## src/rtl/ddr2_init_pkg.sv

```systemverilog
package ddr2_init_pkg;
    localparam int CLK_PERIOD_NS  = 50;
    localparam int CK_DIV         = 2;
    localparam int TICK_NS        = CLK_PERIOD_NS * CK_DIV;
    localparam int PWR_WAIT_NS    = 200000;
    localparam int CKE_WAIT_NS    = 400;
    localparam int RP_NS_DEF      = 15;
    localparam int RFC_NS_DEF     = 128;
    localparam int PWR_TICKS_DEF  = (PWR_WAIT_NS + TICK_NS - 1) / TICK_NS;
    localparam int CKE_TICKS      = (CKE_WAIT_NS + TICK_NS - 1) / TICK_NS;
    localparam int RP_TICKS_DEF   = (RP_NS_DEF + TICK_NS - 1) / TICK_NS;
    localparam int RFC_TICKS_DEF  = (RFC_NS_DEF + TICK_NS - 1) / TICK_NS;
    localparam int MRD_TICKS_DEF  = 2;
    localparam int DLL_LOCK_CK    = 200;
    localparam int ODT_HOLD_CK    = 8;
    localparam int ADDR_W_DEF     = 14;
    localparam int WAIT_W         = 16;

    localparam logic [3:0] OFS_CTRL   = 4'h0;
    localparam logic [3:0] OFS_MR     = 4'h4;
    localparam logic [3:0] OFS_EMR    = 4'h8;
    localparam logic [3:0] OFS_STATUS = 4'hC;

    localparam int CTRL_START_BIT  = 0;
    localparam int CTRL_HOT_BIT    = 1;
    localparam int CTRL_ODT_BIT    = 2;
    localparam int STAT_BUSY_BIT   = 0;
    localparam int STAT_READY_BIT  = 1;
    localparam int STAT_STATE_LSB  = 4;

    localparam int MODE_W            = 13;
    localparam int BIT_DLL_OFF       = 0;
    localparam int BIT_ODT_LO        = 2;
    localparam int BIT_ODT_HI        = 6;
    localparam int BIT_REFRESH_RATE  = 7;
    localparam int BIT_DLL_RESET     = 8;
    localparam int BIT_PRE_ALL       = 10;
    localparam int CAL_LSB           = 7;
    localparam int CAL_W             = 3;
    localparam logic [12:0] MR_RESET  = 13'h0000;
    localparam logic [12:0] EMR_RESET = 13'h0000;

    localparam logic [2:0] BA_MAIN      = 3'h0;
    localparam logic [2:0] BA_EXT_ONE   = 3'h1;
    localparam logic [2:0] BA_EXT_TWO   = 3'h2;
    localparam logic [2:0] BA_EXT_THREE = 3'h3;

    typedef logic [3:0] cmd_t;
    localparam cmd_t CMD_LOAD      = 4'h0;
    localparam cmd_t CMD_REFRESH   = 4'h1;
    localparam cmd_t CMD_PRECHARGE = 4'h2;
    localparam cmd_t CMD_NOP       = 4'h7;
    localparam cmd_t CMD_DESELECT  = 4'hF;

    typedef enum logic [3:0] {
        ST_IDLE, ST_POWER, ST_PRE_ONE, ST_EXT_TWO, ST_EXT_THREE, ST_DLL_ON, ST_DLL_RESET,
        ST_PRE_TWO, ST_REF_ONE, ST_REF_TWO, ST_MAIN_OP, ST_CAL_DEFAULT, ST_CAL_EXIT,
        ST_LOCK, ST_DONE
    } init_state_t;
endpackage

```

## src/rtl/sdram_init_ext_mode_seq.sv

```systemverilog
// Operation
// set refresh-rate bit when case runs hot
// other second-register bits written zero
// load second register idle, then load delay
// load third register idle, then load delay
// third register written all zeros
// memory keeps register values across reloads
// bit sixteen and bits above twelve zero
// only nop for power wait, then raise enable
// clock enable stays high through sequence
// wait 400ns after enable, then precharge all
// second register load with bank code two
// third register load with bank code three
// first register load enables loop, calibration zero
// main register load with loop reset bit
// precharge all then two refreshes
// main register load without loop reset
// first register load with calibration bits set
// first register reload with calibration bits cleared
// ready only 200 clocks after loop reset
// address ten precharges all, banks select register
// termination pin low before and during init
// termination pin low eight clocks after enable
// loop enable followed by reset, 200 clock wait
// steps strictly ordered with nop waits
// times rounded up to whole clock cycles
module sdram_init_ext_mode_seq #(
    parameter int ADDR_W    = ddr2_init_pkg::ADDR_W_DEF,
    parameter int PWR_TICKS = ddr2_init_pkg::PWR_TICKS_DEF,
    parameter int MRD_TICKS = ddr2_init_pkg::MRD_TICKS_DEF,
    parameter int RP_TICKS  = ddr2_init_pkg::RP_TICKS_DEF,
    parameter int RFC_TICKS = ddr2_init_pkg::RFC_TICKS_DEF
) (
    input  wire logic              CLK_I,
    input  wire logic              RESET_N_I,
    input  wire logic [3:0]        ADR_I,
    input  wire logic [31:0]       DAT_I,
    output logic      [31:0]       DAT_O,
    input  wire logic [3:0]        SEL_I,
    input  wire logic              WE_I,
    input  wire logic              CYC_I,
    input  wire logic              STB_I,
    output logic                   ACK_O,
    output logic                   CK_O,
    output logic                   CK_N_O,
    output logic                   CKE_O,
    output logic                   CS_N_O,
    output logic                   RAS_N_O,
    output logic                   CAS_N_O,
    output logic                   WE_N_O,
    output logic      [2:0]        BA_O,
    output logic      [ADDR_W-1:0] ADDR_O,
    output logic                   ODT_O,
    output logic                   READY_O
);
    import ddr2_init_pkg::*;

    if (ADDR_W < MODE_W || PWR_TICKS < 1 || PWR_TICKS >= (1 << WAIT_W) || MRD_TICKS < 1 ||
        MRD_TICKS >= (1 << WAIT_W) || RP_TICKS < 1 || RP_TICKS >= (1 << WAIT_W) || RFC_TICKS < 1 ||
        RFC_TICKS >= (1 << WAIT_W) || CK_DIV < 2 || CK_DIV > 16 || CK_DIV % 2 != 0) begin : g_param_check
        $error("sdram_init_ext_mode_seq: unsupported parameter values");
    end

    // memory clock divider; commands change as the memory clock falls
    logic [3:0]           div_cnt_reg;
    logic                 ck_reg;
    wire logic            tick = (div_cnt_reg == 4'(CK_DIV - 1));

    always_ff @(posedge CLK_I or negedge RESET_N_I) begin
        if (!RESET_N_I) begin
            div_cnt_reg <= 4'h0;
            ck_reg      <= 1'b0;
        end else begin
            div_cnt_reg <= tick ? 4'h0 : div_cnt_reg + 4'h1;
            ck_reg      <= tick ? 1'b0 : (div_cnt_reg == 4'(CK_DIV / 2 - 1)) ? 1'b1 : ck_reg;
        end
    end

    // wishbone slave
    logic                 ack_reg;
    logic [31:0]          dat_reg;
    logic                 hot_reg;
    logic                 odt_req_reg;
    logic [MODE_W-1:0]    mr_val_reg;
    logic [MODE_W-1:0]    emr_val_reg;
    init_state_t          state_reg;
    init_state_t          state_next;

    wire logic            wb_req    = CYC_I && STB_I && !ack_reg;
    wire logic            wb_wr     = wb_req && WE_I;
    wire logic            sel_ctrl  = (ADR_I == OFS_CTRL);
    wire logic            sel_mr    = (ADR_I == OFS_MR);
    wire logic            sel_emr   = (ADR_I == OFS_EMR);
    wire logic            sel_stat  = (ADR_I == OFS_STATUS);
    wire logic            busy      = (state_reg != ST_IDLE) && (state_reg != ST_DONE);
    wire logic            start_acc = wb_wr && sel_ctrl && SEL_I[0] && DAT_I[CTRL_START_BIT] && !busy;
    wire logic [31:0]     ctrl_rd   = {29'h0, odt_req_reg, hot_reg, 1'b0};
    wire logic [31:0]     stat_rd   = {24'h0, state_reg, 2'h0, (state_reg == ST_DONE), busy};
    wire logic [31:0]     mr_rd     = {19'h0, mr_val_reg};
    wire logic [31:0]     emr_rd    = {19'h0, emr_val_reg};
    wire logic [31:0]     rd_mux    = sel_ctrl ? ctrl_rd : sel_mr ? mr_rd : sel_emr ? emr_rd :
                                      sel_stat ? stat_rd : 32'h0000_0000;

    // mode values are only taken on software writes; a load mid-sequence uses the latest value
    always_ff @(posedge CLK_I or negedge RESET_N_I) begin
        if (!RESET_N_I) begin
            ack_reg     <= 1'b0;
            dat_reg     <= 32'h0000_0000;
            hot_reg     <= 1'b0;
            odt_req_reg <= 1'b0;
            mr_val_reg  <= MR_RESET;
            emr_val_reg <= EMR_RESET;
        end else begin
            ack_reg <= wb_req;
            dat_reg <= wb_req ? rd_mux : dat_reg;
            if (wb_wr && sel_ctrl && SEL_I[0]) begin
                hot_reg     <= DAT_I[CTRL_HOT_BIT];
                odt_req_reg <= DAT_I[CTRL_ODT_BIT];
            end
            if (wb_wr && sel_mr && SEL_I[0])
                mr_val_reg[7:0] <= DAT_I[7:0];
            if (wb_wr && sel_mr && SEL_I[1])
                mr_val_reg[MODE_W-1:8] <= DAT_I[MODE_W-1:8];
            if (wb_wr && sel_emr && SEL_I[0])
                emr_val_reg[7:0] <= DAT_I[7:0];
            if (wb_wr && sel_emr && SEL_I[1])
                emr_val_reg[MODE_W-1:8] <= DAT_I[MODE_W-1:8];
        end
    end

    // sequence table
    logic [WAIT_W-1:0]    wait_cnt_reg;
    logic [7:0]           dll_cnt_reg;
    logic [3:0]           odt_hold_reg;
    cmd_t                 cmd_sel;
    logic [2:0]           ba_sel;
    logic [MODE_W-1:0]    addr_sel;
    logic [WAIT_W-1:0]    wait_sel;

    wire logic            dll_locked = (dll_cnt_reg == 8'(DLL_LOCK_CK));
    wire logic            wait_done  = (wait_cnt_reg == '0);
    wire logic            issue      = tick && busy && wait_done && (state_reg != ST_LOCK || dll_locked);
    wire logic [MODE_W-1:0] main_op  = mr_val_reg & ~(MODE_W'(1) << BIT_DLL_RESET);
    wire logic [MODE_W-1:0] ext_keep = emr_val_reg & ~(MODE_W'(1) << BIT_DLL_OFF) &
                                       ~(MODE_W'(7) << CAL_LSB);
    wire logic            odt_on_load = issue && (cmd_sel == CMD_LOAD) && (ba_sel == BA_EXT_ONE) &&
                                        (addr_sel[BIT_ODT_LO] || addr_sel[BIT_ODT_HI]);

    always_comb begin
        cmd_sel    = CMD_NOP;
        ba_sel     = BA_MAIN;
        addr_sel   = '0;
        wait_sel   = WAIT_W'(MRD_TICKS - 1);
        state_next = state_reg;
        unique case (state_reg)
            ST_IDLE: begin
                cmd_sel = CMD_DESELECT;
            end
            ST_POWER: begin
                wait_sel   = WAIT_W'(CKE_TICKS - 1); // see R10
                state_next = ST_PRE_ONE;
            end
            ST_PRE_ONE: begin
                cmd_sel               = CMD_PRECHARGE;
                addr_sel[BIT_PRE_ALL] = 1'b1;
                wait_sel              = WAIT_W'(RP_TICKS - 1);
                state_next            = ST_EXT_TWO;
            end
            ST_EXT_TWO: begin
                cmd_sel                    = CMD_LOAD;
                ba_sel                     = BA_EXT_TWO;
                addr_sel[BIT_REFRESH_RATE] = hot_reg; // see R1
                state_next                 = ST_EXT_THREE;
            end
            ST_EXT_THREE: begin
                cmd_sel    = CMD_LOAD;
                ba_sel     = BA_EXT_THREE; // see R12
                state_next = ST_DLL_ON;
            end
            ST_DLL_ON: begin
                cmd_sel    = CMD_LOAD;
                ba_sel     = BA_EXT_ONE;
                state_next = ST_DLL_RESET;
            end
            ST_DLL_RESET: begin
                cmd_sel                 = CMD_LOAD;
                addr_sel[BIT_DLL_RESET] = 1'b1; // see R14
                state_next              = ST_PRE_TWO;
            end
            ST_PRE_TWO: begin
                cmd_sel               = CMD_PRECHARGE;
                addr_sel[BIT_PRE_ALL] = 1'b1;
                wait_sel              = WAIT_W'(RP_TICKS - 1);
                state_next            = ST_REF_ONE;
            end
            ST_REF_ONE: begin
                cmd_sel    = CMD_REFRESH;
                wait_sel   = WAIT_W'(RFC_TICKS - 1);
                state_next = ST_REF_TWO;
            end
            ST_REF_TWO: begin
                cmd_sel    = CMD_REFRESH;
                wait_sel   = WAIT_W'(RFC_TICKS - 1);
                state_next = ST_MAIN_OP;
            end
            ST_MAIN_OP: begin
                cmd_sel    = CMD_LOAD;
                addr_sel   = main_op;
                state_next = ST_CAL_DEFAULT;
            end
            ST_CAL_DEFAULT: begin
                cmd_sel    = CMD_LOAD;
                ba_sel     = BA_EXT_ONE;
                addr_sel   = ext_keep | (MODE_W'(7) << CAL_LSB);
                state_next = ST_CAL_EXIT;
            end
            ST_CAL_EXIT: begin
                cmd_sel    = CMD_LOAD;
                ba_sel     = BA_EXT_ONE;
                addr_sel   = ext_keep;
                state_next = ST_LOCK;
            end
            ST_LOCK: begin
                state_next = ST_DONE;
            end
            ST_DONE: begin
                state_next = ST_DONE;
            end
        endcase
    end

    // pin registers; bits above twelve and bank bit two never driven high
    logic                 cke_reg;
    logic                 odt_reg;
    cmd_t                 cmd_reg;
    logic [2:0]           ba_reg;
    logic [ADDR_W-1:0]    addr_reg;
    wire cmd_t            cmd_out = (issue && state_reg != ST_LOCK) ? cmd_sel :
                                    (state_reg == ST_IDLE) ? CMD_DESELECT : CMD_NOP;

    always_ff @(posedge CLK_I or negedge RESET_N_I) begin
        if (!RESET_N_I) begin
            state_reg    <= ST_IDLE;
            wait_cnt_reg <= '0;
            cke_reg      <= 1'b0;
            cmd_reg      <= CMD_DESELECT;
            ba_reg       <= BA_MAIN;
            addr_reg     <= '0;
        end else if (start_acc) begin
            state_reg    <= ST_POWER;
            wait_cnt_reg <= WAIT_W'(PWR_TICKS - 1);
            cke_reg      <= 1'b0;
        end else if (tick) begin
            cmd_reg      <= cmd_out;
            ba_reg       <= issue ? ba_sel : BA_MAIN;
            addr_reg     <= issue ? ADDR_W'(addr_sel) : '0;
            if (issue) begin
                state_reg    <= state_next;
                wait_cnt_reg <= wait_sel; // see R3
                cke_reg      <= cke_reg || (state_reg == ST_POWER);
            end else if (!wait_done) begin
                wait_cnt_reg <= wait_cnt_reg - WAIT_W'(1);
            end
        end
    end

    // loop lock counter and termination gating
    always_ff @(posedge CLK_I or negedge RESET_N_I) begin
        if (!RESET_N_I) begin
            dll_cnt_reg  <= 8'h00;
            odt_hold_reg <= 4'h0;
            odt_reg      <= 1'b0;
        end else if (tick) begin
            if (issue && state_reg == ST_DLL_RESET)
                dll_cnt_reg <= 8'h00;
            else if (!dll_locked)
                dll_cnt_reg <= dll_cnt_reg + 8'h01;
            if (odt_on_load)
                odt_hold_reg <= 4'(ODT_HOLD_CK);
            else if (odt_hold_reg != 4'h0)
                odt_hold_reg <= odt_hold_reg - 4'h1;
            // termination only after init; a restart drops it at once
            odt_reg <= odt_req_reg && (state_reg == ST_DONE) && (odt_hold_reg == 4'h0) &&
                       !odt_on_load && !start_acc;
        end else if (start_acc) begin
            odt_reg <= 1'b0;
        end
    end

    assign DAT_O   = dat_reg;
    assign ACK_O   = ack_reg;
    assign CK_O    = ck_reg;
    assign CK_N_O  = ~ck_reg;
    assign CKE_O   = cke_reg;
    assign CS_N_O  = cmd_reg[3];
    assign RAS_N_O = cmd_reg[2];
    assign CAS_N_O = cmd_reg[1];
    assign WE_N_O  = cmd_reg[0];
    assign BA_O    = ba_reg;
    assign ADDR_O  = addr_reg;
    assign ODT_O   = odt_reg;
    assign READY_O = (state_reg == ST_DONE);

    // checking helpers: ticks since last real command
    logic [WAIT_W-1:0]    gap_cnt_reg;
    logic                 last_load_reg;
    wire logic            real_cmd = tick && issue && state_reg != ST_LOCK;

    always_ff @(posedge CLK_I or negedge RESET_N_I) begin
        if (!RESET_N_I) begin
            gap_cnt_reg   <= '0;
            last_load_reg <= 1'b0;
        end else if (real_cmd) begin
            gap_cnt_reg   <= '0;
            last_load_reg <= (cmd_sel == CMD_LOAD);
        end else if (tick && gap_cnt_reg != '1) begin
            gap_cnt_reg <= gap_cnt_reg + WAIT_W'(1);
        end
    end

    property p_load_gap;
        @(posedge CLK_I) disable iff (!RESET_N_I)
        (real_cmd && last_load_reg) |-> (gap_cnt_reg >= WAIT_W'(MRD_TICKS - 1));
    endproperty
    a_load_gap: assert property (p_load_gap) else $error("command too soon after load");

    property p_cke_hold;
        @(posedge CLK_I) disable iff (!RESET_N_I)
        (cke_reg && busy && !start_acc) |=> cke_reg;
    endproperty
    a_cke_hold: assert property (p_cke_hold) else $error("clock enable fell during init");

    property p_nop_before_cke;
        @(posedge CLK_I) disable iff (!RESET_N_I)
        !cke_reg |-> (cmd_reg == CMD_NOP || cmd_reg == CMD_DESELECT);
    endproperty
    a_nop_before_cke: assert property (p_nop_before_cke) else $error("command with enable low");

    property p_ext_two_bits;
        @(posedge CLK_I) disable iff (!RESET_N_I)
        (cmd_reg == CMD_LOAD && ba_reg == BA_EXT_TWO) |->
            ((addr_reg & ~(ADDR_W'(1) << BIT_REFRESH_RATE)) == '0) && (addr_reg[BIT_REFRESH_RATE] == hot_reg);
    endproperty
    a_ext_two_bits: assert property (p_ext_two_bits) else $error("second register bits wrong");

    property p_ext_three_zero;
        @(posedge CLK_I) disable iff (!RESET_N_I)
        (cmd_reg == CMD_LOAD && ba_reg == BA_EXT_THREE) |-> (addr_reg == '0);
    endproperty
    a_ext_three_zero: assert property (p_ext_three_zero) else $error("third register not zero");

    property p_pre_all;
        @(posedge CLK_I) disable iff (!RESET_N_I)
        (cmd_reg == CMD_PRECHARGE) |-> addr_reg[BIT_PRE_ALL];
    endproperty
    a_pre_all: assert property (p_pre_all) else $error("precharge without all-banks bit");

    property p_high_bits_zero;
        @(posedge CLK_I) disable iff (!RESET_N_I)
        1'b1 |-> (ba_reg[2] == 1'b0) && ((addr_reg >> MODE_W) == '0);
    endproperty
    a_high_bits_zero: assert property (p_high_bits_zero) else $error("reserved high bit driven");

    property p_cal_default;
        @(posedge CLK_I) disable iff (!RESET_N_I)
        (issue && state_reg == ST_CAL_DEFAULT) |=> ##[0:2] (addr_reg[CAL_LSB+:CAL_W] == 3'h7);
    endproperty
    a_cal_default: assert property (p_cal_default) else $error("calibration default not set");

    property p_ready_lock;
        @(posedge CLK_I) disable iff (!RESET_N_I)
        $rose(READY_O) |-> dll_locked && $past(dll_locked);
    endproperty
    a_ready_lock: assert property (p_ready_lock) else $error("ready before loop locked");

    property p_odt_low_busy;
        @(posedge CLK_I) disable iff (!RESET_N_I)
        (busy || odt_hold_reg != 4'h0) |-> !ODT_O;
    endproperty
    a_odt_low_busy: assert property (p_odt_low_busy) else $error("termination high too early");

    c_done:     cover property (@(posedge CLK_I) disable iff (!RESET_N_I) $rose(READY_O));
    c_hot_load: cover property (@(posedge CLK_I) disable iff (!RESET_N_I)
                               cmd_reg == CMD_LOAD && ba_reg == BA_EXT_TWO && addr_reg[BIT_REFRESH_RATE]);
    c_refresh:  cover property (@(posedge CLK_I) disable iff (!RESET_N_I) cmd_reg == CMD_REFRESH);
    c_odt_on:   cover property (@(posedge CLK_I) disable iff (!RESET_N_I) $rose(ODT_O));
endmodule

```

## config.mk

```make
export PLATFORM = sky130hd
export DESIGN_NAME = sdram_init_ext_mode_seq
export DESIGN_NICKNAME = d
export VERILOG_FILES = /design/src/rtl/ddr2_init_pkg.sv /design/src/rtl/sdram_init_ext_mode_seq.sv
export SDC_FILE = /design/constraint.sdc
export NUM_CORES = 1
export LEC_CHECK = 0
export BUFFER_PORTS_ARGS = -buffer_cell sky130_fd_sc_hd__buf_4
export CAP_MARGIN = 20
export CORE_UTILIZATION = 55
export DETAILED_ROUTE_END_ITERATION = 10
export PLACE_DENSITY = 0.79
export SETUP_SLACK_MARGIN = 0.2
export SLEW_MARGIN = 20
export SYNTH_ARGS = -nofsm -noshare
export SYNTH_HDL_FRONTEND = slang
export SYNTH_SLANG_ARGS = --single-unit
```

## constraint.sdc

```tcl
create_clock -name CLK_I -period 4.11 [get_ports CLK_I]
set_input_delay 0.822 -clock CLK_I [delete_from_list [all_inputs] [get_ports CLK_I]]
set_output_delay 0.822 -clock CLK_I [all_outputs]
set_load 0.02 [all_outputs]
```

==> run_results.csv <==
group,metric,value,unit
timing,hold_viol_final,0,
yosys,synth.ff_latch_count,100,
timing,fin_crit,2.70,ns
detailed_routing,drc,0,
grt,grt_pass1_vias,4012,
cts,ctsLongestPathBuffers,2,
yosys,syn_area_per_cell,10.2,sq um
floorplanning,start_util,57.7,%
timing,fin_worst_skew,0.0103,ns
cells_and_area,area_growth_syn_to_layout,11.0,%
setup_path,crit_type,"flip-flop to flip-flop",
cts,cts.sinks,100,
floorplanning,boundaryPins,104,
setup_path,rrSetupSlack,1.41,ns
cts,clk_latency,0.37,ns
cts,cts_setup_buffers,0,
grt,grt_use_met2,41.4,%
yosys,syn_inst,531,
power,max-vdd-ir-drop,0.189,mV
cells_and_area,diodes,0,
yosys,synth_top_area_share,44.2,%
yosys,ys_top_cells_by_area,"dfrtp_1 44%, mux2_2 6.8%, nand2_1 3.7%",
yosys,yosys-top-cells-count,"96 x dfrtp_1, 53 x nand2_1, 47 x nor2_1",
cts,ctsResizeCount,0,
timing,rsz0062_at_grt,"false",
yosys,synth_edf_count,0,
floorplanning,die_y,101,um
yosys,ys.flop_type,"dfrtp_1",
timing,final_max_slew_viol_count,0,
cells_and_area,finish.utilization,64.1,%
job,max_cap_violations,0,
cts,htreeDepth,3,
timing,setup_viol,0,
detailed_routing,vias,4206,
grt,grt.total_usage,24.7,%
timing,fin_crit_sh,65.7,%
grt,grtUsageMet3,4.42,%
setup_path,r2r-start,"state_reg[0]",
yosys,yosys_warnings,0,
floorplanning,core,0.00942,sq mm
floorplanning,die-width,101,um
cells_and_area,fill_cells,775,
outcome,status,"completed",
setup_path,crit_path_end_kind,"flip-flop",
setup_path,path_max_fanout,28,
grt,use_met1,33.1,%
grt,grt_max_degree,49,
detailed_routing,routedWlPerCell,16.8,um
setup_path,cp.required,4.36,ns
cts,clk_pin_slew,0.10,ns
worst_hold_path,hold_class,"input port to async pin",
cts,cts_hold_buf,0,
detailed_routing,drt.antenna.violating_nets,0,
cells_and_area,drive_gt1_share,24.7,%
setup_path,r2r-end,"odt_hold_reg[0]",
yosys,netlist_area,0.00543,sq mm
placement,place_worst_setup_slack,1.37,ns
cts,cts_tree,"done",
floorplanning,rows,35,
timing,setup_tns,0,ns
detailed_routing,wl,12.0,mm
grt,gr-total-overflow,0,
yosys,synth_most_common_cell,"dfrtp_1",
detailed_routing,firstDrtPassIters,5,
setup_path,critical_path_arrival,2.95,ns
timing,relSlewSlack,31.0,%
timing,setup_ws,1.41,ns
grt,antenna_found_initial,0,
cells_and_area,fin_nets,633,
yosys,ys_seq_area_share,46.2,%
yosys,synthArstFlopShare,100,%
placement,dp_hpwl,8.58,mm
detailed_routing,drt_iter0_markers,348,
detailed_routing,via_per_inst,5.88,
placement,port-buffer-count,61,
floorplanning,die_area,0.0103,sq mm
setup_path,startpoint_type,"flip-flop",
power,power_leakage,2.80,nW
cts,cts-root-buf,"clkbuf_8",
timing,worst_pin_slew,1.03,ns
yosys,synth_cell_types,79,
setup_path,reg2reg_depth,6,
cells_and_area,largest_register_ffs,16,
timing,fmaxAchievable,371,MHz
grt,busiest_layer,"met2",
grt,grt_pass1_wl,19.7,mm
yosys,yosysTopAreaCell,"dfrtp_1",
placement,gp_congestion,0.847,
cts,cts_made_buffers,9,
power,powerDensity,296,mW/mm^2
-- stage by stage --
stage | cells | instance area, sq um | total power, mW | hold slack (ns)
after CTS | 715 | 6030 | 1.80 | 0.474
after detailed placement | 700 | 5850 | 1.21 | 0.471
after global placement | 700 | 5850 | 1.20 | 0.469
after global routing | 715 | 6030 | 1.86 | 0.495
after floorplan | 551 | 5510 | 1.15 | 0.477
final | 715 | 6030 | 1.78 | 0.455
-- cell type report --
| cell class | count | area [sq um] | share of cell area, % |
|---|---|---|---|
| Sequential cell | 100 | 2510 | 41.6 |
| Tap cell | 129 | 161 | 2.68 |
| Timing Repair Buffer | 68 | 510 | 8.46 |
| Inverter | 13 | 48.8 | 0.809 |
| Clock inverter | 6 | 56.3 | 0.933 |
| Multi-Input combinational cell | 390 | 2620 | 43.5 |
| Clock buffer | 9 | 124 | 2.05 |
-- worst max path at each step --
stage,start,end,slack (ns),depth (start not counted)
5_1_grt,state_reg[0],odt_hold_reg[0],1.26,6
6_report,state_reg[0],odt_hold_reg[0],1.41,6
3_5_place_dp,STB_I,ADDR_O[2],1.37,9
2_1_floorplan,ADR_I[2],mr_val_reg[10],1.96,5
3_3_place_gp,STB_I,ADDR_O[4],1.45,9
4_1_cts,state_reg[0],odt_hold_reg[0],1.44,6
-- layer usage --
metal | routed length, um | share of wire, %
met1 | 5390 | 45
met2 | 5940 | 50
met3 | 464 | 3.9
met4 | 184 | 1.5
met5 | 0 | 0
-- cell usage in the layout, fill, tap and decap left out, drive strengths merged, types with 3 or more instances in the layout --
master,count
mux2,33
buf,68
o21ai,35
nand2,55
dfstp,4
nor2,49
nand4,9
nor4b,3
xnor2,5
xor2,9
nor2b,3
ha,6
nand3,20
mux2i,9
and2,4
nand3b,10
conb,21
nor3,19
a22oi,15
clkbuf,9
o211ai,4
and4,5
a31oi,9
a22o,3
nor4,4
a221oi,7
a21oi,14
inv,17
dfrtp,96
-- kinds of logic (layout without fill, tap and decap cells) --
family / after synthesis / count (layout) / synth area share, %
compound gates: 109 / 109 / 13.8
xor+xnor: 14 / 14 / 2.26
fa+ha+maj: 7 / 7 / 1.57
buf+inv: 61 / 96 / 6.93
flops: 100 / 100 / 46.2
mux: 43 / 43 / 8.91
other cells: 1 / 21 / 0.0690
simple gates: 196 / 196 / 20.3
-- report_power, final --
group	switching [mW]	internal [mW]	total, mW
combinational	0.0898	0.0612	0.151
clock	0.365	0.231	0.595
sequential	0.0226	1.02	1.04
-- critical path: stages (launching register included) --
cell	delay, ns
dfrtp_1	0.86
and4b_1	0.36
a21oi_1	0.32
nand4_2	0.34
buf_4	0.35
o211ai_1	0.22
o211ai_1	0.12
Power figures use the tool's default switching activity.
